[config.mk]
export PLATFORM = sky130hd
export DESIGN_NAME = rsqt_top
export DESIGN_NICKNAME = d
export VERILOG_FILES = /design/src/rtl/rsqt_pkg.sv /design/src/rtl/rsqt_t1_if.sv /design/src/rtl/rsqt_top.sv /design/src/rtl/rsqt_timer.sv /design/src/rtl/rsqt_irq.sv
export SDC_FILE = /design/constraint.sdc
export NUM_CORES = 1
export LEC_CHECK = 0
export CAP_MARGIN = 20
export CORE_UTILIZATION = 55
export CTS_BUF_LIST = sky130_fd_sc_hd__clkbuf_16
export DETAILED_ROUTE_END_ITERATION = 10
export DONT_BUFFER_PORTS = 1
export HOLD_SLACK_MARGIN = 0.06
export PLACE_DENSITY = 0.68
export SLEW_MARGIN = 0
export SYNTH_ARGS = -nofsm -noshare
export SYNTH_HDL_FRONTEND = slang
export SYNTH_SLANG_ARGS = --single-unit
[constraint.sdc]
create_clock -name REF_CLK -period 3.34 [get_ports REF_CLK]
set_clock_uncertainty 0.1 [all_clocks]
set_input_delay 0.167 -clock REF_CLK [delete_from_list [all_inputs] [get_ports REF_CLK]]
set_output_delay 0.167 -clock REF_CLK [all_outputs]
set_load 0.01 [all_outputs]
[src/rtl/rsqt_pkg.sv]
/*
 * Constants, register map and state encoding of the radio sequencer transition block.
 * Assumes a 100 MHz core clock and an 8-bit register port with byte-wide offsets.
 */
//Contract
//- Timeout code 00 relaunches the receiver
//- Timeout codes 01/10/11: transmit, low-power, halt
//- Exit select 011 applies timeout path on payload
//- Any of three wait expiries is timeout
//- Packet taken: 000 halt, 001 drained transmit, 010 low-power
//- Packet taken: 011 via synthesizer, 100 receive
//- Tick select: off, 64us, 4.1ms, 262ms
//- Timer period is tick times multiplier
//- Timer expiry moves Idle to transmit/receive
`default_nettype none
package rsqt_pkg;
    // Register offsets
    localparam logic [7:0] ADDR_SEQ_CFG2  = 8'h37;  // Transition selections
    localparam logic [7:0] ADDR_TMR_RESOL = 8'h38;  // Tick selection
    localparam logic [7:0] ADDR_TMR_MULT  = 8'h39;  // Timer multiplier
    localparam logic [7:0] ADDR_CTRL      = 8'h40;  // Start, stop, low-power options
    localparam logic [7:0] ADDR_STATE     = 8'h41;  // Current state, read only
    localparam logic [7:0] ADDR_IRQ_STAT  = 8'h42;  // Sticky events, write one to clear
    localparam logic [7:0] ADDR_IRQ_MASK  = 8'h43;  // Interrupt enables
    // Field positions
    localparam int RX_EXIT_LSB = 5;  // receive_exit_select [7:5]
    localparam int RX_TO_LSB   = 3;  // rx_timeout_next_state [4:3]
    localparam int PKT_LSB     = 0;  // after_rx_packet_next [2:0]
    localparam int TICK_LSB    = 2;  // first_timer_tick_select [3:2]
    localparam int CTRL_START  = 0;  // Start strobe
    localparam int CTRL_STOP   = 1;  // Stop strobe
    localparam int CTRL_LPC    = 2;  // low_power_choice: 1 idle, 0 halt
    localparam int CTRL_IDLERX = 3;  // Idle exit: 1 receive, 0 transmit
    // Reset values
    localparam logic [7:0] RST_SEQ_CFG2 = 8'h00;
    localparam logic [1:0] RST_TICK_SEL = 2'h0;
    localparam logic [7:0] RST_MULT     = 8'hF5;
    localparam logic [1:0] RST_CTRL     = 2'h0;
    localparam logic [3:0] RST_IRQ      = 4'h0;
    // Event bits
    localparam int IRQ_N     = 4;
    localparam int EV_TIMER  = 0;  // first_timer_expiry
    localparam int EV_RXTO   = 1;  // receive_timeout_event taken
    localparam int EV_HALT   = 2;  // Entry into sequencer_halted
    localparam int EV_PKT    = 3;  // Entry into packet_taken_state
    // Timing
    localparam int unsigned CLK_PERIOD_NS  = 10;
    localparam int unsigned TICK_64US_NS   = 64000;
    localparam int unsigned TICK_4MS_NS    = 4100000;
    localparam int unsigned TICK_262MS_NS  = 262000000;
    localparam int unsigned TICK_64US_CYC  = TICK_64US_NS / CLK_PERIOD_NS;
    localparam int unsigned TICK_4MS_CYC   = TICK_4MS_NS / CLK_PERIOD_NS;
    localparam int unsigned TICK_262MS_CYC = TICK_262MS_NS / CLK_PERIOD_NS;
    // Sequencer states, one-hot
    typedef enum logic [6:0] {
        ST_OFF     = 7'h01,  // sequencer_halted
        ST_IDLE    = 7'h02,
        ST_RX      = 7'h04,
        ST_TX      = 7'h08,
        ST_PKT     = 7'h10,  // packet_taken_state
        ST_SYNTH   = 7'h20,  // synthesizer_mode
        ST_RESTART = 7'h40   // receiver_relaunch
    } rsqt_state_t;
endpackage : rsqt_pkg
`default_nettype wire

[src/rtl/rsqt_t1_if.sv]
/*
 * Link between the sequencer core and the first interval timer.
 * Assumes both ends share one clock.
 */
`default_nettype none
interface rsqt_t1_if;
    logic [1:0] tick_sel;  // first_timer_tick_select
    logic [7:0] mult;      // first_timer_multiplier
    logic       run;       // Timer counts while high
    logic       expiry;    // first_timer_expiry, one-cycle pulse
    modport ctrl (output tick_sel, output mult, output run, input expiry);
    modport tmr  (input tick_sel, input mult, input run, output expiry);
endinterface : rsqt_t1_if
`default_nettype wire

[src/rtl/rsqt_top.sv]
/*
 * Radio sequencer transition core: next-state choice after receive timeout,
 * packet reception and timer expiry, with its registers and interrupt.
 * Assumes event inputs are one-cycle pulses or levels from logic on REF_CLK.
 */
// Chosen here: the address-and-strobe port.
`default_nettype none
module rsqt_top import rsqt_pkg::*; #(
    parameter int unsigned TICK1_CYC = TICK_64US_CYC,   // 64 us tick
    parameter int unsigned TICK2_CYC = TICK_4MS_CYC,    // 4.1 ms tick
    parameter int unsigned TICK3_CYC = TICK_262MS_CYC   // 262 ms tick
) (
    // Clock and reset
    input  wire logic       REF_CLK,
    input  wire logic       ARST_N,
    // Register port
    input  wire logic [7:0] ADDR,
    input  wire logic [7:0] WR_DATA,
    input  wire logic       WR_EN,
    input  wire logic       RD_EN,
    output logic      [7:0] RD_DATA,
    // Sequencer events
    input  wire logic       SIGNAL_STRENGTH_WAIT_EXPIRED,
    input  wire logic       PREAMBLE_WAIT_EXPIRED,
    input  wire logic       SYNC_WAIT_EXPIRED,
    input  wire logic       PAYLOAD_COMPLETE_FLAG,
    input  wire logic       QUEUE_DRAINED_FLAG,
    input  wire logic       PACKET_SENT,
    input  wire logic       FREQ_CHANGED,
    input  wire logic       SYNTH_READY,
    // Mode requests
    output logic            MODE_RX,
    output logic            MODE_TX,
    output logic            MODE_SYNTH,
    output logic            RECEIVER_RELAUNCH,
    output logic            SEQUENCER_HALTED,
    // Interrupt
    output logic            IRQ
);
    rsqt_state_t  state_r;         // Current sequencer state
    rsqt_state_t  state_nxt;       // Next sequencer state
    rsqt_state_t  lp_target;       // Where low_power_choice leads
    rsqt_state_t  to_target;       // Where a receive timeout leads
    logic [7:0]   seq_cfg2_r;      // sequencer_config_two
    logic [1:0]   tick_sel_r;      // first_timer_tick_select
    logic [7:0]   mult_r;          // first_timer_multiplier
    logic [1:0]   ctrl_r;          // low_power_choice, idle exit to receive
    logic [7:0]   rd_data_r;       // Read data, one cycle after strobe
    logic [2:0]   rx_exit;         // receive_exit_select
    logic [1:0]   rx_to_code;      // rx_timeout_next_state
    logic [2:0]   pkt_code;        // after_rx_packet_next
    logic         start_req;       // Start strobe written
    logic         stop_req;        // Stop strobe written
    logic         receive_timeout_event;
    logic         payload_as_to;   // Payload complete taking the timeout path
    logic         to_taken;        // Timeout transition performed
    logic [IRQ_N-1:0] ev;          // Event pulses to the flags
    logic [IRQ_N-1:0] irq_stat;    // Sticky flags
    logic [IRQ_N-1:0] irq_mask;    // Flag enables
    logic         irq_int;         // Combined interrupt

    rsqt_t1_if t1 ();

    // Field views
    assign rx_exit    = seq_cfg2_r[RX_EXIT_LSB +: 3];
    assign rx_to_code = seq_cfg2_r[RX_TO_LSB +: 2];
    assign pkt_code   = seq_cfg2_r[PKT_LSB +: 3];
    assign start_req  = WR_EN && (ADDR == ADDR_CTRL) && WR_DATA[CTRL_START];
    assign stop_req   = WR_EN && (ADDR == ADDR_CTRL) && WR_DATA[CTRL_STOP];

    // Any wait expiry counts as a receive timeout
    assign receive_timeout_event = SIGNAL_STRENGTH_WAIT_EXPIRED || PREAMBLE_WAIT_EXPIRED
                                   || SYNC_WAIT_EXPIRED;
    // Payload takes the timeout path under exit select 011
    assign payload_as_to = PAYLOAD_COMPLETE_FLAG && (rx_exit == 3'h3);
    assign to_taken      = (state_r == ST_RX) && !stop_req
                           && (receive_timeout_event || payload_as_to);

    // Low-power choice: idle or halt
    assign lp_target = ctrl_r[CTRL_LPC - 2] ? ST_IDLE : ST_OFF;

    // Receive timeout destination
    always_comb begin
        case (rx_to_code)
            2'h0:    to_target = ST_RESTART;
            2'h1:    to_target = ST_TX;
            2'h2:    to_target = lp_target;
            default: to_target = ST_OFF;
        endcase
    end

    // Next-state choice; stop has priority over every event
    always_comb begin
        state_nxt = state_r;
        case (state_r)
            ST_OFF: begin
                // Events are ignored while halted
                if (start_req && !stop_req) begin
                    state_nxt = ST_IDLE;
                end
            end
            ST_IDLE: begin
                // Timer expiry leaves Idle
                if (t1.expiry) begin
                    state_nxt = ctrl_r[CTRL_IDLERX - 2] ? ST_RX : ST_TX;
                end
            end
            ST_RX: begin
                // Timeout outranks an ordinary payload exit
                if (receive_timeout_event || payload_as_to) begin
                    state_nxt = to_target;
                end else if (PAYLOAD_COMPLETE_FLAG && (rx_exit == 3'h1)) begin
                    state_nxt = ST_PKT;
                end else if (PAYLOAD_COMPLETE_FLAG && (rx_exit == 3'h2)) begin
                    state_nxt = lp_target;
                end
            end
            ST_TX: begin
                if (PACKET_SENT) begin
                    state_nxt = lp_target;
                end
            end
            ST_PKT: begin
                case (pkt_code)
                    3'h0:    state_nxt = ST_OFF;
                    3'h1:    state_nxt = QUEUE_DRAINED_FLAG ? ST_TX : ST_PKT;
                    3'h2:    state_nxt = lp_target;
                    3'h3:    state_nxt = FREQ_CHANGED ? ST_SYNTH : ST_RX;
                    3'h4:    state_nxt = ST_RX;
                    default: state_nxt = ST_OFF;
                endcase
            end
            ST_SYNTH: begin
                // Back to receive once the synthesizer has settled
                if (SYNTH_READY) begin
                    state_nxt = ST_RX;
                end
            end
            ST_RESTART: begin
                // One-cycle relaunch, then receive again
                state_nxt = ST_RX;
            end
            default: begin
                state_nxt = ST_OFF;
            end
        endcase
        if (stop_req) begin
            state_nxt = ST_OFF;
        end
    end

    // State register
    always_ff @(posedge REF_CLK or negedge ARST_N) begin
        if (!ARST_N) begin
            state_r <= ST_OFF;
        end else begin
            state_r <= state_nxt;
        end
    end

    // Transition configuration register
    always_ff @(posedge REF_CLK or negedge ARST_N) begin
        if (!ARST_N) begin
            seq_cfg2_r <= RST_SEQ_CFG2;
        end else if (WR_EN && (ADDR == ADDR_SEQ_CFG2)) begin
            seq_cfg2_r <= WR_DATA;
        end
    end

    // Timer configuration registers
    always_ff @(posedge REF_CLK or negedge ARST_N) begin
        if (!ARST_N) begin
            tick_sel_r <= RST_TICK_SEL;
            mult_r     <= RST_MULT;
        end else if (WR_EN && (ADDR == ADDR_TMR_RESOL)) begin
            tick_sel_r <= WR_DATA[TICK_LSB +: 2];
        end else if (WR_EN && (ADDR == ADDR_TMR_MULT)) begin
            mult_r <= WR_DATA;
        end
    end

    // Control options
    always_ff @(posedge REF_CLK or negedge ARST_N) begin
        if (!ARST_N) begin
            ctrl_r <= RST_CTRL;
        end else if (WR_EN && (ADDR == ADDR_CTRL)) begin
            ctrl_r <= WR_DATA[CTRL_IDLERX:CTRL_LPC];
        end
    end

    // Read data stands only in the cycle after the strobe
    always_ff @(posedge REF_CLK or negedge ARST_N) begin
        if (!ARST_N) begin
            rd_data_r <= 8'h00;
        end else if (RD_EN) begin
            case (ADDR)
                ADDR_SEQ_CFG2:  rd_data_r <= seq_cfg2_r;
                ADDR_TMR_RESOL: rd_data_r <= {4'h0, tick_sel_r, 2'h0};
                ADDR_TMR_MULT:  rd_data_r <= mult_r;
                ADDR_CTRL:      rd_data_r <= {4'h0, ctrl_r, 2'h0};
                ADDR_STATE:     rd_data_r <= {1'b0, state_r};
                ADDR_IRQ_STAT:  rd_data_r <= {4'h0, irq_stat};
                ADDR_IRQ_MASK:  rd_data_r <= {4'h0, irq_mask};
                default:        rd_data_r <= 8'h00;
            endcase
        end else begin
            rd_data_r <= 8'h00;
        end
    end

    // Timer runs only in Idle
    assign t1.tick_sel = tick_sel_r;
    assign t1.mult     = mult_r;
    assign t1.run      = (state_r == ST_IDLE);

    rsqt_timer #(
        .TICK1_CYC (TICK1_CYC),
        .TICK2_CYC (TICK2_CYC),
        .TICK3_CYC (TICK3_CYC)
    ) u_timer (
        .clk    (REF_CLK),
        .arst_n (ARST_N),
        .t1     (t1.tmr)
    );

    // Event pulses into the sticky flags
    assign ev[EV_TIMER] = t1.expiry;
    assign ev[EV_RXTO]  = to_taken;
    assign ev[EV_HALT]  = (state_nxt == ST_OFF) && (state_r != ST_OFF);
    assign ev[EV_PKT]   = (state_nxt == ST_PKT) && (state_r != ST_PKT);

    rsqt_irq #(
        .N (IRQ_N)
    ) u_irq (
        .clk     (REF_CLK),
        .arst_n  (ARST_N),
        .ev      (ev),
        .clr_we  (WR_EN && (ADDR == ADDR_IRQ_STAT)),
        .mask_we (WR_EN && (ADDR == ADDR_IRQ_MASK)),
        .wdata   (WR_DATA[IRQ_N-1:0]),
        .stat    (irq_stat),
        .mask    (irq_mask),
        .irq     (irq_int)
    );

    // Outputs
    assign RD_DATA           = rd_data_r;
    assign MODE_RX           = (state_r == ST_RX);
    assign MODE_TX           = (state_r == ST_TX);
    assign MODE_SYNTH        = (state_r == ST_SYNTH);
    assign RECEIVER_RELAUNCH = (state_r == ST_RESTART);
    assign SEQUENCER_HALTED  = (state_r == ST_OFF);
    assign IRQ               = irq_int;
endmodule : rsqt_top
`default_nettype wire

[src/rtl/rsqt_timer.sv]
/*
 * First interval timer: tick prescaler and multiplier counter.
 * Assumes tick counts fit 25 bits and the controller holds run during a period.
 */
`default_nettype none
module rsqt_timer import rsqt_pkg::*; #(
    parameter int unsigned TICK1_CYC = TICK_64US_CYC,
    parameter int unsigned TICK2_CYC = TICK_4MS_CYC,
    parameter int unsigned TICK3_CYC = TICK_262MS_CYC
) (
    // Clock and reset
    input  wire logic   clk,
    input  wire logic   arst_n,
    // Controller side
    rsqt_t1_if.tmr      t1
);
    logic [24:0] pre_r;     // Cycles within one tick
    logic [24:0] pre_lim;   // Last cycle of a tick
    logic [7:0]  tick_r;    // Ticks within one period
    logic        tick_end;  // Last cycle of a tick
    logic        active;    // Timer enabled and running
    logic        exp_r;     // Expiry pulse

    // Tick length from the selection
    always_comb begin
        case (t1.tick_sel)
            2'h1:    pre_lim = 25'(TICK1_CYC - 1);
            2'h2:    pre_lim = 25'(TICK2_CYC - 1);
            2'h3:    pre_lim = 25'(TICK3_CYC - 1);
            default: pre_lim = 25'h0000000;
        endcase
    end
    assign active   = t1.run && (t1.tick_sel != 2'h0);
    assign tick_end = active && (pre_r == pre_lim);

    // Prescaler restarts whenever the timer is stopped
    always_ff @(posedge clk or negedge arst_n) begin
        if (!arst_n) begin
            pre_r <= 25'h0000000;
        end else if (!active || tick_end) begin
            pre_r <= 25'h0000000;
        end else begin
            pre_r <= pre_r + 25'h0000001;
        end
    end

    // Period is multiplier ticks; a zero multiplier acts as one
    always_ff @(posedge clk or negedge arst_n) begin
        if (!arst_n) begin
            tick_r <= 8'h00;
            exp_r  <= 1'b0;
        end else begin
            exp_r <= 1'b0;
            if (!active) begin
                tick_r <= 8'h00;
            end else if (tick_end) begin
                if (tick_r + 8'h01 >= t1.mult) begin
                    tick_r <= 8'h00;
                    exp_r  <= 1'b1;
                end else begin
                    tick_r <= tick_r + 8'h01;
                end
            end
        end
    end
    assign t1.expiry = exp_r;
endmodule : rsqt_timer
`default_nettype wire

[src/rtl/rsqt_irq.sv]
/*
 * Sticky event flags, mask and interrupt line.
 * Assumes one-cycle event pulses and write strobes from the same clock.
 */
`default_nettype none
module rsqt_irq #(
    parameter int N = 4
) (
    // Clock and reset
    input  wire logic         clk,
    input  wire logic         arst_n,
    // Events and software access
    input  wire logic [N-1:0] ev,
    input  wire logic         clr_we,
    input  wire logic         mask_we,
    input  wire logic [N-1:0] wdata,
    // Results
    output logic      [N-1:0] stat,
    output logic      [N-1:0] mask,
    output logic              irq
);
    // Set wins over a simultaneous clear
    always_ff @(posedge clk or negedge arst_n) begin
        if (!arst_n) begin
            stat <= '0;
        end else begin
            stat <= (stat & ~(clr_we ? wdata : '0)) | ev;
        end
    end
    // Mask register
    always_ff @(posedge clk or negedge arst_n) begin
        if (!arst_n) begin
            mask <= '0;
        end else if (mask_we) begin
            mask <= wdata;
        end
    end
    assign irq = |(stat & mask);
endmodule : rsqt_irq
`default_nettype wire

# After elaboration in Yosys (flattened, before gate mapping)
# Index checks and enable logic that the tools add are counted.
[totals] output_inout_bits=14 elab_cells=105 inputBits=28 ff_bits=77
[classes] n_mux=26 add_sub_neg=2 reduce_logical=28 bitwise_logic=5 n_eq_ne=32 magnitude_cmp=1
[op_table] operator="$pmux 25 s3" n=1
[op_table] operator="$mux 7" n=8
[op_table] operator="$pmux 8 s7" n=1
[op_table] operator="$pmux 7 s7" n=1
[op_table] operator="$eq 8x7->1 const B" n=4
[op_table] operator="$mux 8" n=4
[op_table] operator="$add 25x1->25 const B" n=1
[op_table] operator="$eq 25x25->1" n=1
[op_table] operator="$mux 25" n=1
[op_table] operator="$eq 8x6->1 const B" n=3
[op_table] operator="$pmux 6 s4" n=1
[op_table] operator="$pmux 7 s3" n=1
[op_table] operator="$logic_and 1x1->1" n=18
[op_table] operator="$eq 7x1->1 const B" n=2
[op_table] operator="$eq 7x5->1 const B" n=2
[op_table] operator="$eq 3x2->1 const B" n=4
[op_table] operator="$add 8x1->8 const B" n=1
[op_table] operator="$and 4x4->4" n=2
[op_table] operator="$ge 8x8->1" n=1
[op_table] operator="$mux 4" n=2
[op_table] operator="$eq 7x2->1 const B" n=1
[op_table] operator="$eq 7x3->1 const B" n=1
[op_table] operator="$eq 7x4->1 const B" n=1
[op_table] operator="$eq 7x6->1 const B" n=1
[op_table] operator="21 further kinds" n=31

# Longest topological paths before layout
# Gate-level depths: netlist of run 1.
[depth] ltp_word=11 ltp_mapped=10 depth_no_buf=10

# By module
# From an unflattened synthesis of run 1, not the netlist that was laid out.
[hier_totals] hier_cells=482 hier_area_um2=4704.5
[by_module_without_submodules] module="rsqt_timer" instances=1 seq_area_each_um2=850.8 area_per_inst_um2=2234.6 cells_each=247
[by_module_without_submodules] module="rsqt_top" instances=1 seq_area_each_um2=884.6 area_per_inst_um2=2160.8 cells_each=212
[by_module_without_submodules] module="rsqt_irq" instances=1 seq_area_each_um2=200.2 area_per_inst_um2=309.0 cells_each=23

# Worst setup path after synthesis of run 1
# Ideal clock, no wire load.
[synth_path] path_kind="flip-flop to flip-flop" startpoint="register u_timer.tick_r[0]" endpoint="register u_timer.tick_r[2]" setup_ns=0.064 synth_period_minus_slack_ns=2.565 required_ns=3.176 stages_incl_launch_ff=11 path_slack_ns=0.775 n_path_buf=0 arrival_ns=2.400 path_cell_list="dfrtp_1 > ha_1 > nand3_1 > xnor2_1 > ha_1 > a21o_1 > a2111oi_0 > o21a_1 > o2111ai_4 > nor3b_2 > a21o_1"
[synth_via] elab_chain_cells=5
[synth_rtl] item="from (decl)" line_no="rsqt_timer.sv:19" text="logic [7:0] tick_r;"
[synth_rtl] item="from (signal assigned)" line_no="rsqt_timer.sv:61" text="tick_r <= tick_r + 8'h01;"
[synth_rtl] item="$add 8x1->8 *" line_no="rsqt_timer.sv:57, rsqt_timer.sv:61"
[synth_rtl] item="$ge 8x8->1" line_no="rsqt_timer.sv:57" text="if (tick_r + 8'h01 >= t1.mult) begin"
[synth_rtl] item="$mux 8 *" line_no="rsqt_timer.sv:57"
[synth_rtl] item="$mux 8 *" line_no="rsqt_timer.sv:56" text="end else if (tick_end) begin"
[synth_rtl] item="$mux 8 *" line_no="rsqt_timer.sv:54" text="if (!active) begin"
# Every way passes the cells marked *; elsewhere a longest branch is shown, timed or not. The select of a mux whose other input is x is not followed.
# A chain may end at the register's enable or synchronous reset.

# Final worst setup path of run 1
# Ends and elaborated chain as after synthesis.

==> out/qor.yml, run 1 <==
avgSynthCellArea_um2: 9.39
p_leak_nw: 2.06
multi_input_area_um2: 2200
fill_cells: 595
ctsResizeCount: 0
synth_edf_count: 0
ys.warnings.count: 0
place_inst: 548
post_cts_buffers: 0
hold_path.class: "in -> reg"
crit_path_start_kind: "register"
p_comb_share_pct: 9.1
ir_drop_uv: 255
die_y_um: 90.5
critPathBufInv: 0
htree_num_levels: 3
tns_ns: 0
p_per_area_nw_per_um2: 431
antenna_left: 0
ys_types: 58
crit_chain: "ha_1 > nand3_1 > xnor2_1 > ha_1 > a21o_1 > a2111oi_0 > o21a_1 > o2111ai_4 > o2bb2ai_1 > a21o_1"
synth_ff_type: "dfrtp_1"
critical-path-max-stage-delay_ns: 0.42
switching_power_uw: 510
seqCellArea_um2: 1940
avgViaCountPerCell: 6.07
fin_cells: 587
slew_headroom_pct: 34.5
critPathCaptureType: "register"
period_share_pct: 86.4
nets: 521
clkTransAtPathRegs_ns: 0.06
dr.pass1.iters: 6
die_w_um: 90.5
antenna_found_initial: 0
place_congestion: 0.933
slew_viol_final: 0
numPortBuffers: 0
max_freq_mhz: 347
n_antenna_cell: 0
ys_seq_area_share_pct: 44.9
clock_latency_ns: 0.33
grt-ovfl-total: 0
die_area_um2: 8190
track_usage_pct: 27.4
rsz0062_at_grt: "no"
cts_tree: "yes"
switching_share_pct: 24.1
cpMaxStageDelayCell: "dfrtp_1"
drcViolationCount: 0
synthToLayoutAreaGrowth_pct: 14.1
async_reset_ff_share_pct: 100
coreArea_um2: 7410
cp_max_fo: 9
critical-path-top-delay-family: "compound AO/OA/AOI/OAI gates"
p_clk_share_pct: 43.9
holdBufCountCts: 23
path_class: "reg -> reg"
status: "complete, no violations"
start_util_pct: 58.2
row_count: 31
grt_pass1_wl_mm: 17.7
synthesis.nets: 497
detail_route.iter0.violations: 308
cts_sinks: 77
root_buffer: "clkbuf_16"
hold_violations: 0
p_seq_share_pct: 47.0
ys_seq_elements: 77
cts_buffer_depth: 2
drv_cap: 0
final_layout_size_suffix_gt1_share_pct: 9.02
first_global_vias: 3539
worst_pin_slew_ns: 0.969
io-pin-count: 42
vias: 3564
place_hpwl_mm: 7.26
grt_max_degree: 78
setup_viol: 0
synth_area_um2: 4310
critPathArrivalTime_ns: 3.05
synthCells: 459
finalCriticalPeriod_ns: 2.89
p_int_mw: 1.61
drt-total-wl_mm: 10.3
wl_per_cell_um: 17.6
cp.required_ns: 3.50
cts_buffers: 9
## logic make-up after synthesis
family          after synthesis  synth area share (%)
compound gates               91                  14.3
xor+xnor                     29                  5.89
fa+ha+maj                    10                  2.90
buf+inv                      40                  4.04
flops                        77                  44.9
mux                          21                  5.57
simple gates                191                  22.4
## placed cells by master, fill, tap and decap left out, types with 2 or more instances in the layout
cell / instances
o21a_1: 3
xor2_1: 12
nor4b_1: 2
a21oi_1: 13
nor3_1: 16
nand4_1: 10
clkinv_2: 2
o21ai_0: 33
a22oi_1: 9
nor2b_1: 6
a21o_1: 5
and3_1: 6
and4_1: 3
nand3b_1: 3
a31oi_1: 3
ha_1: 10
nand2b_1: 8
nand2_1: 42
a2111oi_0: 2
inv_1: 28
dfstp_2: 7
nor4bb_1: 2
nor4_1: 4
o22ai_1: 4
mux2i_1: 6
a221oi_1: 3
nor2_1: 54
a311oi_1: 3
nand4b_1: 2
and2_1: 3
clkbuf_16: 9
mux2_2: 14
o21ai_1: 2
dfrtp_1: 70
nand3_1: 18
xnor2_1: 17
buf_4: 4
dlygate4sd3_1: 22
nor3b_1: 5
## per-layer routing
| layer | global-route usage, % | share of wire (%) |
|---|---|---|
| met1 | 40.7 | 48 |
| met2 | 40.0 | 44 |
| met3 | 5.13 | 6.4 |
| met4 | 9.41 | 1.3 |
| met5 | 0 | 0 |
## cells in the mapped netlist (all sizes together) (4+ instances only)
| master | instances | area share, % |
|---|---|---|
| a21o | 5 | 0.87 |
| inv | 26 | 2.3 |
| a22oi | 9 | 1.6 |
| nor2b | 6 | 0.87 |
| o21ai | 35 | 4.1 |
| nand4 | 10 | 1.5 |
| o22ai | 4 | 0.58 |
| ha | 10 | 2.9 |
| mux2i | 6 | 1.4 |
| dfstp | 7 | 4.3 |
| clkbuf | 9 | 0.78 |
| nand2b | 8 | 1.2 |
| nor3b | 6 | 1.2 |
| xor2 | 12 | 2.4 |
| a21oi | 13 | 1.5 |
| nor2 | 54 | 4.7 |
| nor4 | 4 | 0.58 |
| mux2 | 14 | 3.7 |
| buf | 5 | 0.99 |
| xnor2 | 17 | 3.5 |
| nor3 | 16 | 1.9 |
| and3 | 6 | 0.87 |
| dfrtp | 70 | 41 |
| nand2 | 43 | 3.8 |
| nand3 | 18 | 2.1 |
## state kept, by name, indices dropped and copies added, names as in the netlist, 4 cells and up
register	cells
RD_DATA	8
state_r	7
u_irq.stat	4
mult_r	8
seq_cfg2_r	8
u_irq.mask	4
u_timer.tick_r	8
u_timer.pre_r	25
## power groups by stage
| stage | Sequential (mW) | Combinational, mW | Clock, mW |
|---|---|---|---|
| 4_1_cts | 0.996 | 0.190 | 0.950 |
| 2_1_floorplan | 0.997 | 0.128 | 0 |
| 5_1_grt | 1.00 | 0.214 | 0.997 |
| 3_3_place_gp | 1.01 | 0.142 | 0 |
| 3_5_place_dp | 1.01 | 0.146 | 0 |
| 6_report | 0.997 | 0.193 | 0.930 |
## per-stage QoR
stage	power, mW	utilization (%)	setup slack, ns	cell area (um2)	hold WS [ns]
final	2.12	66.4	0.455	4920	0.0730
after CTS	2.14	66.4	0.443	4920	0.0694
after floorplan	1.12	-	0.775	4310	-0.229
after global routing	2.21	66.4	0.193	4920	0.100
after global placement	1.15	59.2	0.639	4390	-0.227
after detailed placement	1.16	59.2	0.474	4390	-0.227
## final cells by class
class | count | area share, %
clock inverters | 7 | 1.20
clock buffers | 9 | 4.58
repair buffers | 27 | 5.65
well taps | 99 | 2.52
flip-flops and latches | 77 | 39.4
inverters | 26 | 1.98
multi-input cells | 342 | 44.7
## worst register-to-register path, stage by stage (launching register included)
cell and delay (ns):
dfrtp_1 0.42, ha_1 0.26, nand3_1 0.13, xnor2_1 0.23
ha_1 0.28, a21o_1 0.16, a2111oi_0 0.42, o21a_1 0.26
o2111ai_4 0.21, o2bb2ai_1 0.21, a21o_1 0.14
## worst paths after layout
check | end | cells past startpoint | from | slack, ns
worst max-delay path | u_timer.tick_r[2] | 10 | u_timer.tick_r[0] | 0.45
worst min-delay path | u_irq.mask[1] | 2 | ADDR[0] | 0.07
worst max register to register | u_timer.tick_r[2] | 10 | u_timer.tick_r[0] | 0.45
worst min register to register | ctrl_r[1] | 2 | ctrl_r[1] | 0.42
max in group asynchronous | state_r[0] | 2 | ARST_N | 2.48
min in group asynchronous | RD_DATA[6] | 2 | ARST_N | 0.31
Power figures use the tool's default switching activity.
==> inputs of run 2 (changes only) <==
- ABC_AREA: not set -> 1
- RECOVER_POWER: not set -> 100
==> out/qor.yml, run 2 <==
max_freq_mhz: 371  # +7.0%
setup.worst_path.start: "state_r[4]"
worst_pin_slew_ns: 1.94  # +0.969 ns
top_register: "u_timer.pre_r"
place_hpwl_mm: 8.88  # +22%
cts_tree: "yes"
ys.warnings.count: 0  # unchanged
cpMaxStageDelayCell: "nor2_1"
p_per_area_nw_per_um2: 432  # +0.34%
slew_viol_final: 78  # +78
avgViaCountPerCell: 5.65  # -6.9%
cp_common_cell: "nor2_1"
vias: 4325  # +21%
violations: "capacitance limit, slew limit"
hold_violations: 0  # unchanged
die_y_um: 94.8  # +4.7%
tns_ns: 0  # unchanged
p_total_mw: 2.26  # +6.6%
die_w_um: 94.8  # +4.7%
synthTopCellsByCount: "nand2_1, nor2_1, inv_1"
numPortBuffers: 0  # unchanged
grt_pass1_wl_mm: 20.3  # +15%
place_inst: 731  # +33%
nets: 693  # +33%
place_congestion: 0.979  # +4.9%
synthesis.nets: 669  # +35%
largest_reg_flops: 25  # unchanged
cts_buffer_depth: 2  # unchanged
htree_num_levels: 3  # unchanged
period_share_pct: 80.7  # -5.7 points
crit_chain: "nor3_1 > inv_1 > nor2_1 > nand2_2 > nor2_1 > inv_6 > nor2_1"
reg2regPathDepth: 7  # -3
n_antenna_cell: 0  # unchanged
critical-path-max-stage-delay_ns: 0.64  # +0.22 ns
synth_ff_type: "dfrtp_1"
row_count: 33  # +6.5%
die_area_um2: 8980  # +9.6%
synthCells: 631  # +37%
fin_cells: 765  # +30%
path_class: "reg -> reg"
drt-total-wl_mm: 12.2  # +19%
reg2reg_from: "state_r[4]"
async_reset_ff_share_pct: 100  # unchanged
crit_path_start_kind: "register"
synth_top_area_share_pct: 37.0  # -3.6 points
antenna_left: 0  # unchanged
start_util_pct: 57.3  # -0.86 points
ys_types: 40  # -31%
root_buffer: "clkbuf_16"
coreArea_um2: 8260  # +11%
critPathArrivalTime_ns: 2.85  # -0.20 ns
avgSynthCellArea_um2: 7.50  # -20%
cp.required_ns: 3.50  # about the same
final_cell_mix: "nand2_1, nor2_1, inv_1"
detail_route.iter0.violations: 371  # +20%
r2r_end: "u_timer.pre_r[21]"
yosys.cell_count.top_type: "nand2_1"
cts_buffers: 9  # unchanged
io-pin-count: 42  # unchanged
grt_max_degree: 78  # unchanged
hold_slack_ns: 0.0697  # -0.00336 ns
grt-ovfl-total: 0  # unchanged
crit_end: "u_timer.pre_r[21]"
ir_drop_uv: 280  # +9.9%
antenna_found_initial: 0  # unchanged
clock_latency_ns: 0.34  # about the same
setup_viol: 0  # unchanged
drcViolationCount: 0  # unchanged
slew_headroom_pct: -29.2  # -64 points
mostFrequentLayoutCell: "nand2_1"
synth_area_um2: 4730  # +9.8%
hold_depth: 2  # unchanged
worst-r2r-setup-slack_ns: 0.64  # +0.19 ns
drv_cap: 1  # +1
final_layout_size_suffix_gt1_share_pct: 6.67  # -2.3 points
rsz0062_at_grt: "no"
cts_sinks: 77  # unchanged
yosysTopAreaCell: "dfrtp_1"
ys_seq_area_share_pct: 40.9  # -4.0 points
p_leak_nw: 2.49  # +21%
wl_per_cell_um: 16.0  # -9.0%
dr.pass1.iters: 5  # -1
cp_max_fo: 25  # +16
synth_edf_count: 0  # unchanged
critPathCaptureType: "register"
ctsResizeCount: 0  # unchanged
hold_path.class: "in -> reg"
min-delay-start: "WR_EN"
synthTopCellsByArea: "dfrtp_1, nand2_1, nor2_1, inv_1, nand3_1"
status: "finished with violations"
ys_seq_elements: 77  # unchanged
finalCriticalPeriod_ns: 2.70  # -0.189 ns
synthToLayoutAreaGrowth_pct: 10.5
first_global_vias: 4169  # +18%
track_usage_pct: 29.7  # +2.3 points
clkTransAtPathRegs_ns: 0.06  # about the same
## run 2: how the worst min path moves through the flow
stage                          to  slack, ns
detailed placement     state_r[5]      -0.23
CTS                 u_irq.mask[3]       0.06
global route        u_irq.mask[0]        0.1
finish              u_irq.mask[3]       0.07
global placement       state_r[5]      -0.23
floorplan              RD_DATA[0]      -0.23
## run 2: per-layer routing
metal | up-vias | GRT usage [%] | share of wire (%)
met3 | 14 | 5.96 | 7.2
met2 | 157 | 45.9 | 45
met1 | 2048 | 41.3 | 47
met4 | 0 | 10.6 | 1.3
met5 | - | 0 | 0
li1 | 2106 | - | -
## run 2: critical path: cells and delay by family, from the launching register on
kind | cells | cell delay [ns]
flip-flops | 1 | 0.39
AND/OR/NAND/NOR | 5 | 1.80
buffers and inverters | 2 | 0.32
## run 2: stage by stage
step                      worst slack [ns]  utilization [%]  area, um2
final                                0.644             63.3       5230
after global routing                 0.386             63.3       5230
after CTS                            0.844             64.4       5320
after detailed placement             0.865             58.3       4810
after global placement               0.901             58.3       4810
after floorplan                       1.17                -       4730
## run 2: where the power goes
group / internal [mW] / switching, mW / leakage (nW)
sequential: 0.964 / 0.0303 / 0.992
combinational: 0.0742 / 0.164 / 1.35
clock: 0.645 / 0.383 / 0.155
## run 2: kinds of logic after synthesis
group                    after synthesis  share of synthesized area, %
multiplexers                           4                         0.952
XOR/XNOR                              27                          5.00
AND/OR/NAND/NOR                      348                          33.9
flip-flops                            77                          40.9
adder cells (fa/ha/maj)               10                          2.64
buffers and inverters                 91                          8.04
AO/OA/AOI/OAI                         74                          8.57
## run 2: repair_timing
| action | in CTS | in global routing |
|---|---|---|
| hold endpoints to repair | 115 | 0 |
| buffers inserted | 0 | 0 |
| hold buffers | 18 | 0 |
## run 2: cell type report
class	count	area, um2
inverters	86	328
clock buffers	9	225
fillers	758	3030
flip-flops and latches	77	1940
well taps	105	131
repair buffers	18	175
clock inverters	7	83.8
multi-input cells	463	2350
